File: config.mk
export PLATFORM = sky130hd
export DESIGN_NAME = pls_host_seq
export DESIGN_NICKNAME = d
export VERILOG_FILES = /design/src/common/pls_pkg.sv /design/src/design/pls_timer.sv /design/src/design/pls_host_seq.sv
export VERILOG_INCLUDE_DIRS = /design/src /design/src/common
export SDC_FILE = /design/constraint.sdc
export NUM_CORES = 1
export LEC_CHECK = 0
export BUFFER_PORTS_ARGS = -buffer_cell sky130_fd_sc_hd__buf_4
export CORE_MARGIN = 2
export CORE_UTILIZATION = 49
export DETAILED_ROUTE_END_ITERATION = 16
export GPL_TIMING_DRIVEN = 0
export PLACE_DENSITY = 0.74
export SETUP_SLACK_MARGIN = 0.4
export SYNTH_ARGS = -nofsm -noshare
export SYNTH_HDL_FRONTEND = slang
export SYNTH_SLANG_ARGS = --single-unit
File: constraint.sdc
create_clock -name clk -period 6.3 [get_ports clk]
set_input_delay 0.63 -clock clk [delete_from_list [all_inputs] [get_ports clk]]
set_output_delay 0.63 -clock clk [all_outputs]
set_load 0.01 [all_outputs]
File: src/common/pls_regs.svh
// Register map, field positions, reset values and timing figures of the panel power sequencer
`ifndef PLS_REGS_SVH
`define PLS_REGS_SVH

// ****************************************
// Register offsets
// ****************************************
`define PLS_ADDR_W          4
`define PLS_ADDR_CTRL       4'h0
`define PLS_ADDR_STATUS     4'h4
`define PLS_ADDR_HTOTAL     4'h8
`define PLS_ADDR_VTOTAL     4'hC

// ****************************************
// Field positions
// ****************************************
`define PLS_CTRL_PWR        0
`define PLS_CTRL_M48        1
`define PLS_STAT_ST_LSB     0
`define PLS_STAT_ST_MSB     3
`define PLS_STAT_HPD        4
`define PLS_STAT_ERR_HPD    8
`define PLS_STAT_ERR_TIM    9

// ****************************************
// Frame geometry
// ****************************************
`define PLS_HTOT_W          12
`define PLS_VTOT_W          11
`define PLS_HTOT_MIN        12'h8B6
`define PLS_HTOT_MAX        12'h8DE
`define PLS_HTOT_RST        12'h8CA
`define PLS_HACT            12'h780
`define PLS_VTOT_MIN        11'h468
`define PLS_VTOT_MAX        11'h470
`define PLS_VTOT_RST        11'h46C
`define PLS_VACT            11'h438

// ****************************************
// Times in ms, clock in kHz
// ****************************************
`define PLS_CLK_KHZ         32'h000186A0
`define PLS_HPD_MS          32'h000000C8
`define PLS_T8_MS           32'h00000050
`define PLS_BLL_MS          32'h00000032
`define PLS_TC_MS           32'h00000001
`define PLS_TD_MS           32'h00000001
`define PLS_T12_MS          32'h000001F4
`define PLS_TMR_W           26

`endif

File: src/common/pls_pkg.sv
// Types shared by the panel power sequencer
`include "pls_regs.svh"

package pls_pkg;

    // ****************************************
    // Sequencer states
    // ****************************************
    typedef enum logic [3:0] {
        PLS_OFF      = 4'b0000,
        PLS_RAIL_UP  = 4'b0001,
        PLS_CAPS     = 4'b0010,
        PLS_TRAIN    = 4'b0011,
        PLS_IDLE     = 4'b0100,
        PLS_VID_WAIT = 4'b0101,
        PLS_LED_UP   = 4'b0110,
        PLS_BL_ON    = 4'b0111,
        PLS_RUN      = 4'b1000,
        PLS_BL_DOWN  = 4'b1001,
        PLS_LED_DOWN = 4'b1010,
        PLS_VID_HOLD = 4'b1011,
        PLS_VID_END  = 4'b1100,
        PLS_REST     = 4'b1101
    } pls_state_type;

    // ****************************************
    // Whole state of the sequencer
    // ****************************************
    typedef struct packed {
        pls_state_type           st;
        logic                    pwr_req;
        logic                    mode48;
        logic [`PLS_HTOT_W-1:0]  htot;
        logic [`PLS_VTOT_W-1:0]  vtot;
        logic                    err_hpd;
        logic                    err_tim;
        logic                    rail;
        logic                    led;
        logic                    dim;
        logic                    bl;
        logic                    train;
        logic                    idle;
        logic                    video;
        logic                    novideo;
        logic [31:0]             rdata;
    } pls_seq_type;

    typedef struct packed {
        logic [`PLS_TMR_W-1:0]   cnt;
    } pls_tmr_type;

endpackage

File: src/design/pls_timer.sv
// One-shot down counter used for every sequencing delay
`timescale 1ns/1ps
`include "pls_regs.svh"

module pls_timer
    import pls_pkg::*;
(
    // Clock and reset
    input  wire logic                  clk,
    input  wire logic                  rst,
    // Control
    input  wire logic                  load,
    input  wire logic [`PLS_TMR_W-1:0] value,
    // Status
    output logic                       expired
);

    pls_tmr_type s_r;
    pls_tmr_type s_nxt;

    always_comb begin
        s_nxt = s_r;
        if (load) begin
            s_nxt.cnt = value;
        end else if (s_r.cnt != '0) begin
            s_nxt.cnt = s_r.cnt - 1'b1;
        end
    end

    always_ff @(posedge clk) begin
        if (rst) begin
            s_r <= '0;
        end else begin
            s_r <= s_nxt;
        end
    end

    assign expired = (s_r.cnt == '0);

endmodule // pls_timer

File: src/design/pls_host_seq.sv
// Source-side power and backlight sequencer for an embedded display panel
`timescale 1ns/1ps
`include "pls_regs.svh"

module pls_host_seq
    import pls_pkg::*;
#(
    parameter int unsigned HPD_WAIT_CYC  = `PLS_HPD_MS * `PLS_CLK_KHZ,
    parameter int unsigned VID_SETTLE_CYC = `PLS_T8_MS * `PLS_CLK_KHZ,
    parameter int unsigned BL_LEAD_CYC   = `PLS_BLL_MS * `PLS_CLK_KHZ,
    parameter int unsigned LED_UP_CYC    = `PLS_TC_MS  * `PLS_CLK_KHZ,
    parameter int unsigned LED_DOWN_CYC  = `PLS_TD_MS  * `PLS_CLK_KHZ,
    parameter int unsigned REST_CYC      = `PLS_T12_MS * `PLS_CLK_KHZ
)(
    // Clock and reset
    input  wire logic                   clk,
    input  wire logic                   rst,
    // Software register port
    input  wire logic [`PLS_ADDR_W-1:0] reg_addr,
    input  wire logic [31:0]            reg_wdata,
    input  wire logic                   reg_wr,
    input  wire logic                   reg_rd,
    output logic [31:0]                 reg_rdata,
    // Panel and link status
    input  wire logic                   hotplug,
    input  wire logic                   caps_done,
    input  wire logic                   train_done,
    input  wire logic                   train_fail,
    input  wire logic                   frame_aligned,
    // Panel supplies and backlight
    output logic                        panel_supply_rail,
    output logic                        led_supply,
    output logic                        dimming_en,
    output logic                        backlight_en,
    // Link and video engine control
    output logic                        train_req,
    output logic                        idle_pattern,
    output logic                        video_valid,
    output logic                        novideo_flag,
    output logic                        pixel_clock_48,
    output logic [`PLS_HTOT_W-1:0]      line_total_clocks,
    output logic [`PLS_VTOT_W-1:0]      frame_total_lines
);

    // ****************************************
    // Helpers
    // ****************************************
    function automatic logic totals_ok(input logic [`PLS_HTOT_W-1:0] h,
                                       input logic [`PLS_VTOT_W-1:0] v);
        totals_ok = (h >= `PLS_HTOT_MIN) && (h <= `PLS_HTOT_MAX) &&
                    (v >= `PLS_VTOT_MIN) && (v <= `PLS_VTOT_MAX);
    endfunction

    function automatic logic [`PLS_TMR_W-1:0] cyc(input int unsigned n);
        cyc = n[`PLS_TMR_W-1:0];
    endfunction

    pls_seq_type s_r;
    pls_seq_type s_nxt;

    logic                  tmr_load;
    logic [`PLS_TMR_W-1:0] tmr_val;
    logic                  tmr_exp;

    pls_timer u_timer (
        .clk     (clk),
        .rst     (rst),
        .load    (tmr_load),
        .value   (tmr_val),
        .expired (tmr_exp)
    );

    // ****************************************
    // Next state
    // ****************************************
    always_comb begin
        logic clr_hpd;
        logic clr_tim;
        logic set_hpd;
        logic set_tim;
        logic shutdown;
        clr_hpd  = 1'b0;
        clr_tim  = 1'b0;
        set_hpd  = 1'b0;
        set_tim  = 1'b0;
        shutdown = 1'b0;
        s_nxt    = s_r;
        tmr_load = 1'b0;
        tmr_val  = '0;

        // Register writes; geometry only changes while the panel is dark
        if (reg_wr) begin
            case (reg_addr)
                `PLS_ADDR_CTRL: begin
                    s_nxt.pwr_req = reg_wdata[`PLS_CTRL_PWR];
                    if (s_r.st == PLS_OFF) begin
                        s_nxt.mode48 = reg_wdata[`PLS_CTRL_M48];
                    end
                end
                `PLS_ADDR_STATUS: begin
                    clr_hpd = reg_wdata[`PLS_STAT_ERR_HPD];
                    clr_tim = reg_wdata[`PLS_STAT_ERR_TIM];
                end
                `PLS_ADDR_HTOTAL: begin
                    if (s_r.st == PLS_OFF) begin
                        s_nxt.htot = reg_wdata[`PLS_HTOT_W-1:0];
                    end
                end
                `PLS_ADDR_VTOTAL: begin
                    if (s_r.st == PLS_OFF) begin
                        s_nxt.vtot = reg_wdata[`PLS_VTOT_W-1:0];
                    end
                end
                default: begin
                end
            endcase
        end

        // Sequencer
        case (s_r.st)
            PLS_OFF: begin
                if (s_r.pwr_req) begin
                    if (totals_ok(s_r.htot, s_r.vtot)) begin
                        s_nxt.rail = 1'b1;
                        s_nxt.st   = PLS_RAIL_UP;
                        tmr_load   = 1'b1;
                        tmr_val    = cyc(HPD_WAIT_CYC);
                    end else begin
                        set_tim = 1'b1;
                        s_nxt.pwr_req = 1'b0;
                    end
                end
            end
            PLS_RAIL_UP: begin
                if (!s_r.pwr_req) begin
                    shutdown = 1'b1;
                end else if (hotplug) begin
                    s_nxt.st = PLS_CAPS;
                end else if (tmr_exp) begin
                    set_hpd  = 1'b1;
                    shutdown = 1'b1;
                end
            end
            PLS_CAPS: begin
                // Capability reads may take as long as the AUX side needs
                if (!s_r.pwr_req) begin
                    shutdown = 1'b1;
                end else if (caps_done) begin
                    s_nxt.train = 1'b1;
                    s_nxt.st    = PLS_TRAIN;
                end
            end
            PLS_TRAIN: begin
                if (!s_r.pwr_req) begin
                    shutdown = 1'b1;
                end else if (train_done) begin
                    s_nxt.train = 1'b0;
                    s_nxt.idle  = 1'b1;
                    s_nxt.st    = PLS_IDLE;
                end else if (train_fail) begin
                    s_nxt.st = PLS_CAPS;
                    s_nxt.train = 1'b0;
                end
            end
            PLS_IDLE: begin
                // Idle pattern held until frames are aligned
                if (!s_r.pwr_req) begin
                    shutdown = 1'b1;
                end else if (frame_aligned) begin
                    s_nxt.idle    = 1'b0;
                    s_nxt.video   = 1'b1;
                    s_nxt.novideo = 1'b0;
                    s_nxt.st      = PLS_VID_WAIT;
                    tmr_load      = 1'b1;
                    tmr_val       = cyc(VID_SETTLE_CYC);
                end
            end
            PLS_VID_WAIT: begin
                if (!s_r.pwr_req) begin
                    s_nxt.st = PLS_VID_END;
                end else if (tmr_exp) begin
                    s_nxt.led = 1'b1;
                    s_nxt.st  = PLS_LED_UP;
                    tmr_load  = 1'b1;
                    tmr_val   = cyc(LED_UP_CYC);
                end
            end
            PLS_LED_UP: begin
                if (!s_r.pwr_req) begin
                    s_nxt.led = 1'b0;
                    s_nxt.st  = PLS_VID_END;
                end else if (tmr_exp) begin
                    s_nxt.dim = 1'b1;
                    s_nxt.st  = PLS_BL_ON;
                end
            end
            PLS_BL_ON: begin
                s_nxt.bl = 1'b1;
                s_nxt.st = PLS_RUN;
            end
            PLS_RUN: begin
                if (!s_r.pwr_req) begin
                    s_nxt.bl = 1'b0;
                    s_nxt.st = PLS_BL_DOWN;
                end
            end
            PLS_BL_DOWN: begin
                s_nxt.dim = 1'b0;
                s_nxt.st  = PLS_LED_DOWN;
                tmr_load  = 1'b1;
                tmr_val   = cyc(LED_DOWN_CYC);
            end
            PLS_LED_DOWN: begin
                if (tmr_exp) begin
                    s_nxt.led = 1'b0;
                    s_nxt.st  = PLS_VID_HOLD;
                    tmr_load  = 1'b1;
                    tmr_val   = cyc(BL_LEAD_CYC);
                end
            end
            PLS_VID_HOLD: begin
                // Video held until the backlight has been dark for more than the lead time
                if (tmr_exp) begin
                    s_nxt.st = PLS_VID_END;
                end
            end
            PLS_VID_END: begin
                s_nxt.video   = 1'b0;
                s_nxt.novideo = 1'b1;
                shutdown      = 1'b1;
            end
            PLS_REST: begin
                // Enforces the off time before the rail may rise again
                if (tmr_exp) begin
                    s_nxt.st = PLS_OFF;
                end
            end
            default: begin
                shutdown = 1'b1;
            end
        endcase

        // Rail drops as video ends, well inside the limit
        if (shutdown) begin
            s_nxt.rail  = 1'b0;
            s_nxt.train = 1'b0;
            s_nxt.idle  = 1'b0;
            s_nxt.video = 1'b0;
            s_nxt.led   = 1'b0;
            s_nxt.dim   = 1'b0;
            s_nxt.bl    = 1'b0;
            s_nxt.st    = PLS_REST;
            tmr_load    = 1'b1;
            tmr_val     = cyc(REST_CYC);
        end

        // Sticky errors: a new event beats a clear in the same cycle
        s_nxt.err_hpd = set_hpd | (s_r.err_hpd & ~clr_hpd);
        s_nxt.err_tim = set_tim | (s_r.err_tim & ~clr_tim);

        // Read data valid only in the cycle after the strobe
        s_nxt.rdata = '0;
        if (reg_rd) begin
            case (reg_addr)
                `PLS_ADDR_CTRL: begin
                    s_nxt.rdata[`PLS_CTRL_PWR] = s_r.pwr_req;
                    s_nxt.rdata[`PLS_CTRL_M48] = s_r.mode48;
                end
                `PLS_ADDR_STATUS: begin
                    s_nxt.rdata[`PLS_STAT_ST_MSB:`PLS_STAT_ST_LSB] = s_r.st;
                    s_nxt.rdata[`PLS_STAT_HPD]     = hotplug;
                    s_nxt.rdata[`PLS_STAT_ERR_HPD] = s_r.err_hpd;
                    s_nxt.rdata[`PLS_STAT_ERR_TIM] = s_r.err_tim;
                end
                `PLS_ADDR_HTOTAL: begin
                    s_nxt.rdata[`PLS_HTOT_W-1:0] = s_r.htot;
                end
                `PLS_ADDR_VTOTAL: begin
                    s_nxt.rdata[`PLS_VTOT_W-1:0] = s_r.vtot;
                end
                default: begin
                end
            endcase
        end
    end

    // ****************************************
    // State register
    // ****************************************
    always_ff @(posedge clk) begin
        if (rst) begin
            s_r         <= '0;
            s_r.st      <= PLS_OFF;
            s_r.htot    <= `PLS_HTOT_RST;
            s_r.vtot    <= `PLS_VTOT_RST;
            s_r.novideo <= 1'b1;
        end else begin
            s_r <= s_nxt;
        end
    end

    // ****************************************
    // Outputs
    // ****************************************
    assign reg_rdata         = s_r.rdata;
    assign panel_supply_rail = s_r.rail;
    assign led_supply        = s_r.led;
    assign dimming_en        = s_r.dim;
    assign backlight_en      = s_r.bl;
    assign train_req         = s_r.train;
    assign idle_pattern      = s_r.idle;
    assign video_valid       = s_r.video;
    assign novideo_flag      = s_r.novideo;
    assign pixel_clock_48    = s_r.mode48;
    assign line_total_clocks = s_r.htot;
    assign frame_total_lines = s_r.vtot;

endmodule // pls_host_seq

Word-level counts from Yosys, hierarchy flattened
Cells that the tools add are included.
{ "word_totals": {"register_bits": 97, "wordCells": 205, "input_bits": 45, "output_inout_bits": 64} }
{ "classes": {"order_cmp": 4, "n_eq_ne": 54, "add_sub_neg": 1, "bitwise": 8, "n_reduce_logical": 33, "mux": 85} }
{ "ops": {"columns": ["cell", "count"], "rows": [
  ["26-bit 2-to-1 mux", 5],
  ["26-bit case mux with 5 select lines", 1],
  ["4-bit 2-to-1 mux", 19],
  ["25-bit 2-to-1 mux", 3],
  ["4-bit case mux with 13 select lines", 1],
  ["23-bit 2-to-1 mux", 2],
  ["3-bit inequality test (second input constant)", 14],
  ["2-bit inequality test (second input constant)", 18],
  ["17-bit AND reduction", 2],
  ["4-bit equality test (second input constant)", 8],
  ["1-bit 2-to-1 mux", 31],
  ["26-bit zero test", 1],
  ["26-bit nonzero test", 1],
  ["26-bit by 1-bit subtractor with 26-bit output (second input constant)", 1],
  ["12-bit 2-to-1 mux", 2],
  ["11-bit 2-to-1 mux", 2],
  ["4-bit by 3-bit equality test with 1-bit output (second input constant)", 5],
  ["3-bit AND reduction", 6],
  ["17-bit 2-to-1 mux", 1],
  ["5-bit AND reduction", 3],
  ["14-bit nonzero test", 1],
  ["13-bit nonzero test", 1],
  ["12-bit greater-or-equal comparator (second input constant)", 1],
  ["12-bit <= comparator (second input constant)", 1],
  ["other kinds (30)", 55]
]} }

Logic depth before layout (Yosys ltp)
{ "logic_depth": {"depth_word": 9, "ltp_mapped": 9, "ltp_nobuf": 8} }

Modules after synthesis
A second synthesis with hierarchy kept.
{ "hier_totals": {"hier_cells": 555, "area_unflattened_um2": 4533.1} }
{ "modules_own_cells": {"columns": ["module", "area_each_um2", "instances", "seq_area_each_um2", "cells_per_inst"], "rows": [
  ["pls_host_seq", 3011.6, 1, 1021.0, 368],
  ["pls_timer", 1521.5, 1, 520.5, 187]
]} }

Worst setup path after synthesis
No wires, ideal clock.
{ "synth_path": {"kind": "register -> register", "startpoint": "reg s_r, in the netlist frame_total_lines[8]", "endpoint": "reg u_timer.s_r[1] (netlist name)", "period_less_slack_ns": 2.371, "stages_incl_launch_ff": 7, "arrival_ns": 2.246, "setup_slack_ns": 3.929, "required_ns": 6.175, "setup_ns": 0.125, "path_buffers": 0, "path_cell_list": "dfxtp_1 -> or4b_2 -> or4_1 -> or4_4 -> o211ai_2 -> or2_2 -> a211oi_1"} }
{ "synth_between": {"elab_chain_cells": 8, "elab_cells_between_ends": 10, "classes_between": "2 x order compare; 5 x mux; 3 x reduce/logical"} }
{ "synth_rtl": {"columns": ["item", "line_no", "rtl"], "rows": [
  ["start, declared", "pls_host_seq.sv:58", "pls_seq_type s_r;"],
  ["start signal, assigned", "pls_host_seq.sv:298", "s_r <= s_nxt;"],
  ["11-bit greater-or-equal comparator (no source line)", null, null],
  ["1-bit logical AND", "pls_host_seq.sv:50", "totals_ok = (h >= `PLS_HTOT_MIN) && (h <= `PLS_HTOT_MAX) &&"],
  ["1-bit logical AND (*)", "pls_host_seq.sv:50", null],
  ["1-bit 2-to-1 mux (*)", "pls_host_seq.sv:123", "if (totals_ok(s_r.htot, s_r.vtot)) begin"],
  ["1-bit 2-to-1 mux (*)", "pls_host_seq.sv:122", "if (s_r.pwr_req) begin"],
  ["1-bit case mux with 5 select lines (*)", "pls_host_seq.sv:120", "case (s_r.st)"],
  ["1-bit 2-to-1 mux (*)", "pls_host_seq.sv:244", "if (shutdown) begin"],
  ["26-bit 2-to-1 mux / 2-bit nonzero test (equally long branches)", null, null],
  ["end signal, assigned", "pls_timer.sv:34", "s_r <= s_nxt;"],
  ["end, declared", "pls_timer.sv:18", "pls_tmr_type s_r;"]
]} }
Mark *: on every way between the ends. The rest lies on a longest branch, timed or not.
A chain may end at the register's enable or synchronous reset.

Worst setup path after layout
{ "layout_path": {"startpoint": "reg s_r[67] (netlist name)", "endpoint": "reg u_timer.s_r[21] (netlist name)"} }
{ "layout_between": {"elab_chain_cells": 5, "elab_cells_between_ends": 22, "classes_between": "12 x eq/ne; 6 x mux; 4 x reduce/logical"} }
{ "layout_rtl": {"columns": ["item", "line_no"], "rows": [
  ["4-bit equality test, or another cell as far along", "pls_host_seq.sv:120"],
  ["9-bit OR reduction (no source line) / 3-bit OR reduction (equally long branches)", null],
  ["1-bit case mux with 3 select lines", "pls_host_seq.sv:120"],
  ["26-bit 2-to-1 mux / 1-bit 2-to-1 mux (equally long branches)", "pls_host_seq.sv:244"],
  ["26-bit 2-to-1 mux / 2-bit nonzero test (equally long branches)", null]
]} }
Parallel ways exist; a longest one is shown, timed or not.

==> flow_summary.toml <==
[synth]
synth_edf_count = 0
synth_ff_type = "dfxtp_1"
synth_compound_area_share_pct = 14.56
synth.distinct_cells = 62
synthAdderAreaFrac_pct = 0.5744
synthArstFlopShare_pct = 0
synth-simple-area-share_pct = 26.74
synth.area.top_cells = "dfxtp_1 (35%), buf_4 (9.5%), nand2_1 (4.7%)"
synth_top_cell_area_share_pct = 35.38
synth_cells = 529
synth_top_family_by_area = "simple AND/OR/NAND/NOR gates"
ys_warn_count = 0
netlist_area_um2 = 4357
synth-seq-cells = 77
synth_top_area_cell = "dfxtp_1"
synthXorXnorAreaFrac_pct = 4.624
muxShareOfSynthArea_pct = 5.629
synth_area_per_cell_um2 = 8.236
ys_seq_area_share_pct = 35.38

[cells_and_area]
drive_gt1_share_pct = 25.32
final_cell_mix = "buf_4 (123), dfxtp_1 (77), nand2_1 (55)"
register_area_um2 = 1541
fin_area_um2 = 5274
fillers = 822
antennaDiodeCount = 0
nets = 674
finish.utilization_pct = 60.77
final_common_cell = "buf_4"
multi_input_area_um2 = 2346
area_growth_syn_to_layout_pct = 21.05

[routing]
route.detailed.drc = 0
wl_um = 11710
dr.first_iter.drc_count = 315
antenna_left = 0
drt-pass1-iter-count = 5
vias = 4144
wl_per_cell_um = 15.82
vias_per_cell = 5.600

[clocking]
clock-sinks = 77
cts_tree = "done"
clk_pin_slew_ps = 80
clk_latency_ps = 360
cts_resized = 0
htreeDepth = 3
root_buffer = "clkbuf_8"
clk_path_buf_depth = 2
cts_buffers = 9
cts-hold-fix-buffers = 0
postCtsSetupBuffers = 0

[sta]
post-route-min-period_ps = 2877
fin_worst_skew_ps = 14.98
setup_violations = 0
rsz0062_at_grt = "no"
slew_headroom_pct = 44.86
drv_slew = 0
worstMarginPinSlew_ps = 815.9
fin_ws_ps = 3423
whs_ps = 453.2
finalHoldViolations = 0
fmax_ghz = 0.3476
finalCritPeriodShare_pct = 45.66
finalSetupTns_ps = 0

[placed_design]
preCtsSetupSlack_ps = 3458
post_dp_cell_area_um2 = 5074
place_congestion = 0.9692
portBuffers = 68
post-dp-hpwl_um = 8672

[global_route]
grt_pass1_wl_um = 19180
grt_use_total_pct = 24.46
grt_remaining_overflow = 0
grt_antenna_before_repair = 0
grt_pass1_vias = 3895
grt_max_degree = 14

[setup_path]
arrival_ps = 3160
cpMostUsedCell = "clkbuf_1"
worst_setup_path_end_kind = "register"
critPathMaxFanout = 10
start_kind = "register"
worst-path-buf-inv = 2
cp_cell_sequence = "clkbuf_1, nor2_1, a41oi_1, nand3_1, a211oi_2, clkbuf_1, nand2_1, a31oi_1"
cp.required_ps = 6580
cp_slowest_cell = "clkbuf_1"
path_delay_family = "compound AO/OA/AOI/OAI gates"
crit_path_max_incr_delay_ps = 470
critPathKind = "register to register"

[power]
p_per_area_nw_per_um2 = 359.3
internal-power_mw = 1.092
p_sw_share_pct = 42.38
irDropWorstVdd_uv = 301.8
p_leak_nw = 2.208
p_clk_share_pct = 20.2
switching_power_uw = 803.2
pwr-share-comb_pct = 45.9
pwr-share-seq_pct = 34.0

[die]
start_util_pct = 50.20
core_area_um2 = 8678
fp-row-count = 34
die_width_um = 98.30
die-area_um2 = 9662
die_y_um = 98.30
ios = 109

[run_status]
outcome = "finished, final reports clean"

[hold_path]
worstHoldPathType = "register to register"

[flow_run]
cap_violations = 0
[final timing paths]
kind | startpoint | endpoint | slack (ps) | cells past startpoint
max | s_r[67]$_SDFFE_PP0P_ | u_timer.s_r[21]$_SDFFE_PP0P_ | 3420 | 8
min | novideo_flag$_SDFFE_PP1P_ | novideo_flag$_SDFFE_PP1P_ | 450 | 2
max reg2reg | s_r[67]$_SDFFE_PP0P_ | u_timer.s_r[21]$_SDFFE_PP0P_ | 3420 | 8
min reg2reg | novideo_flag$_SDFFE_PP1P_ | novideo_flag$_SDFFE_PP1P_ | 450 | 2
[cell usage after synthesis (all sizes together) (2+ instances only)]
cell / count
a211oi: 12
a21boi: 2
a21oi: 26
a221oi: 3
a22oi: 5
a31oi: 12
a32oi: 3
a41oi: 2
and2: 2
buf: 60
clkbuf: 20
dfxtp: 77
ha: 2
inv: 8
mux2: 4
mux2i: 20
nand2: 56
nand2b: 6
nand3: 15
nand3b: 3
nand4: 6
nor2: 52
nor2b: 5
nor3: 21
nor3b: 3
nor4: 16
nor4b: 2
nor4bb: 2
o211ai: 3
o21ai: 17
o31a: 2
o31ai: 3
o41ai: 2
or2: 3
or3: 7
or3b: 2
or4: 11
xnor2: 13
xor2: 10
[worst reg2reg max path: stages, from the launching register on]
cell and delay, ps:
dfxtp_1 330, clkbuf_1 320, nor2_1 240, a41oi_1 440
nand3_1 260, a211oi_2 460, clkbuf_1 470, nand2_1 110
a31oi_1 170
[power by group through the flow]
stage                     registers, mW  clock network (mW)  logic [mW]
after floorplan                   0.635                   0       0.662
after global placement            0.648                   0       0.833
after detailed placement          0.653                   0       0.851
after CTS                         0.642               0.385       0.858
after global routing              0.655               0.406       0.954
final                             0.644               0.382       0.869
[area by class of cell]
type | count | area share, %
Buffer | 80 | 9.680
Clock buffer | 10 | 2.610
Clock inverter | 6 | 1.186
Inverter | 8 | 0.5694
Multi-Input combinational cell | 383 | 44.48
Sequential cell | 77 | 29.23
Tap cell | 108 | 2.562
Timing Repair Buffer | 68 | 9.680
[state kept, by name (all words and copies together) (netlist names)]
name and flops:
u_timer.s_r 26, line_total_clocks 12, reg_rdata 12, frame_total_lines 11, s_r 7, backlight_en 1
dimming_en 1, idle_pattern 1, led_supply 1, novideo_flag 1, panel_supply_rail 1, pixel_clock_48 1
train_req 1, video_valid 1
[per-layer routing]
layer	part of all wire (%)	global-route usage [%]	vias to the layer above	wire, um
li1	-	-	2019	-
met1	45	34.16	1952	5292
met4	1.6	7.798	0	184
met3	6.9	3.794	16	807
met5	0	0	-	0
met2	46	38.93	157	5423
[cell families after synthesis]
group                      count (synthesis)
DFF                                       77
AOI/OAI and AO/OA                         96
other                                      1
xor gates and xnor gates                  23
buffers and inverters                     88
muxes                                     24
and+or+nand+nor                          218
adders and majority gates                  2
[through the flow]
stage                     total power, mW  cells
after global placement              1.481    724
after floorplan                     1.297    548
final                               1.895    740
after detailed placement            1.504    724
after global routing                2.015    740
after CTS                           1.885    740
No activity file was read; power rests on OpenSTA's default activity.
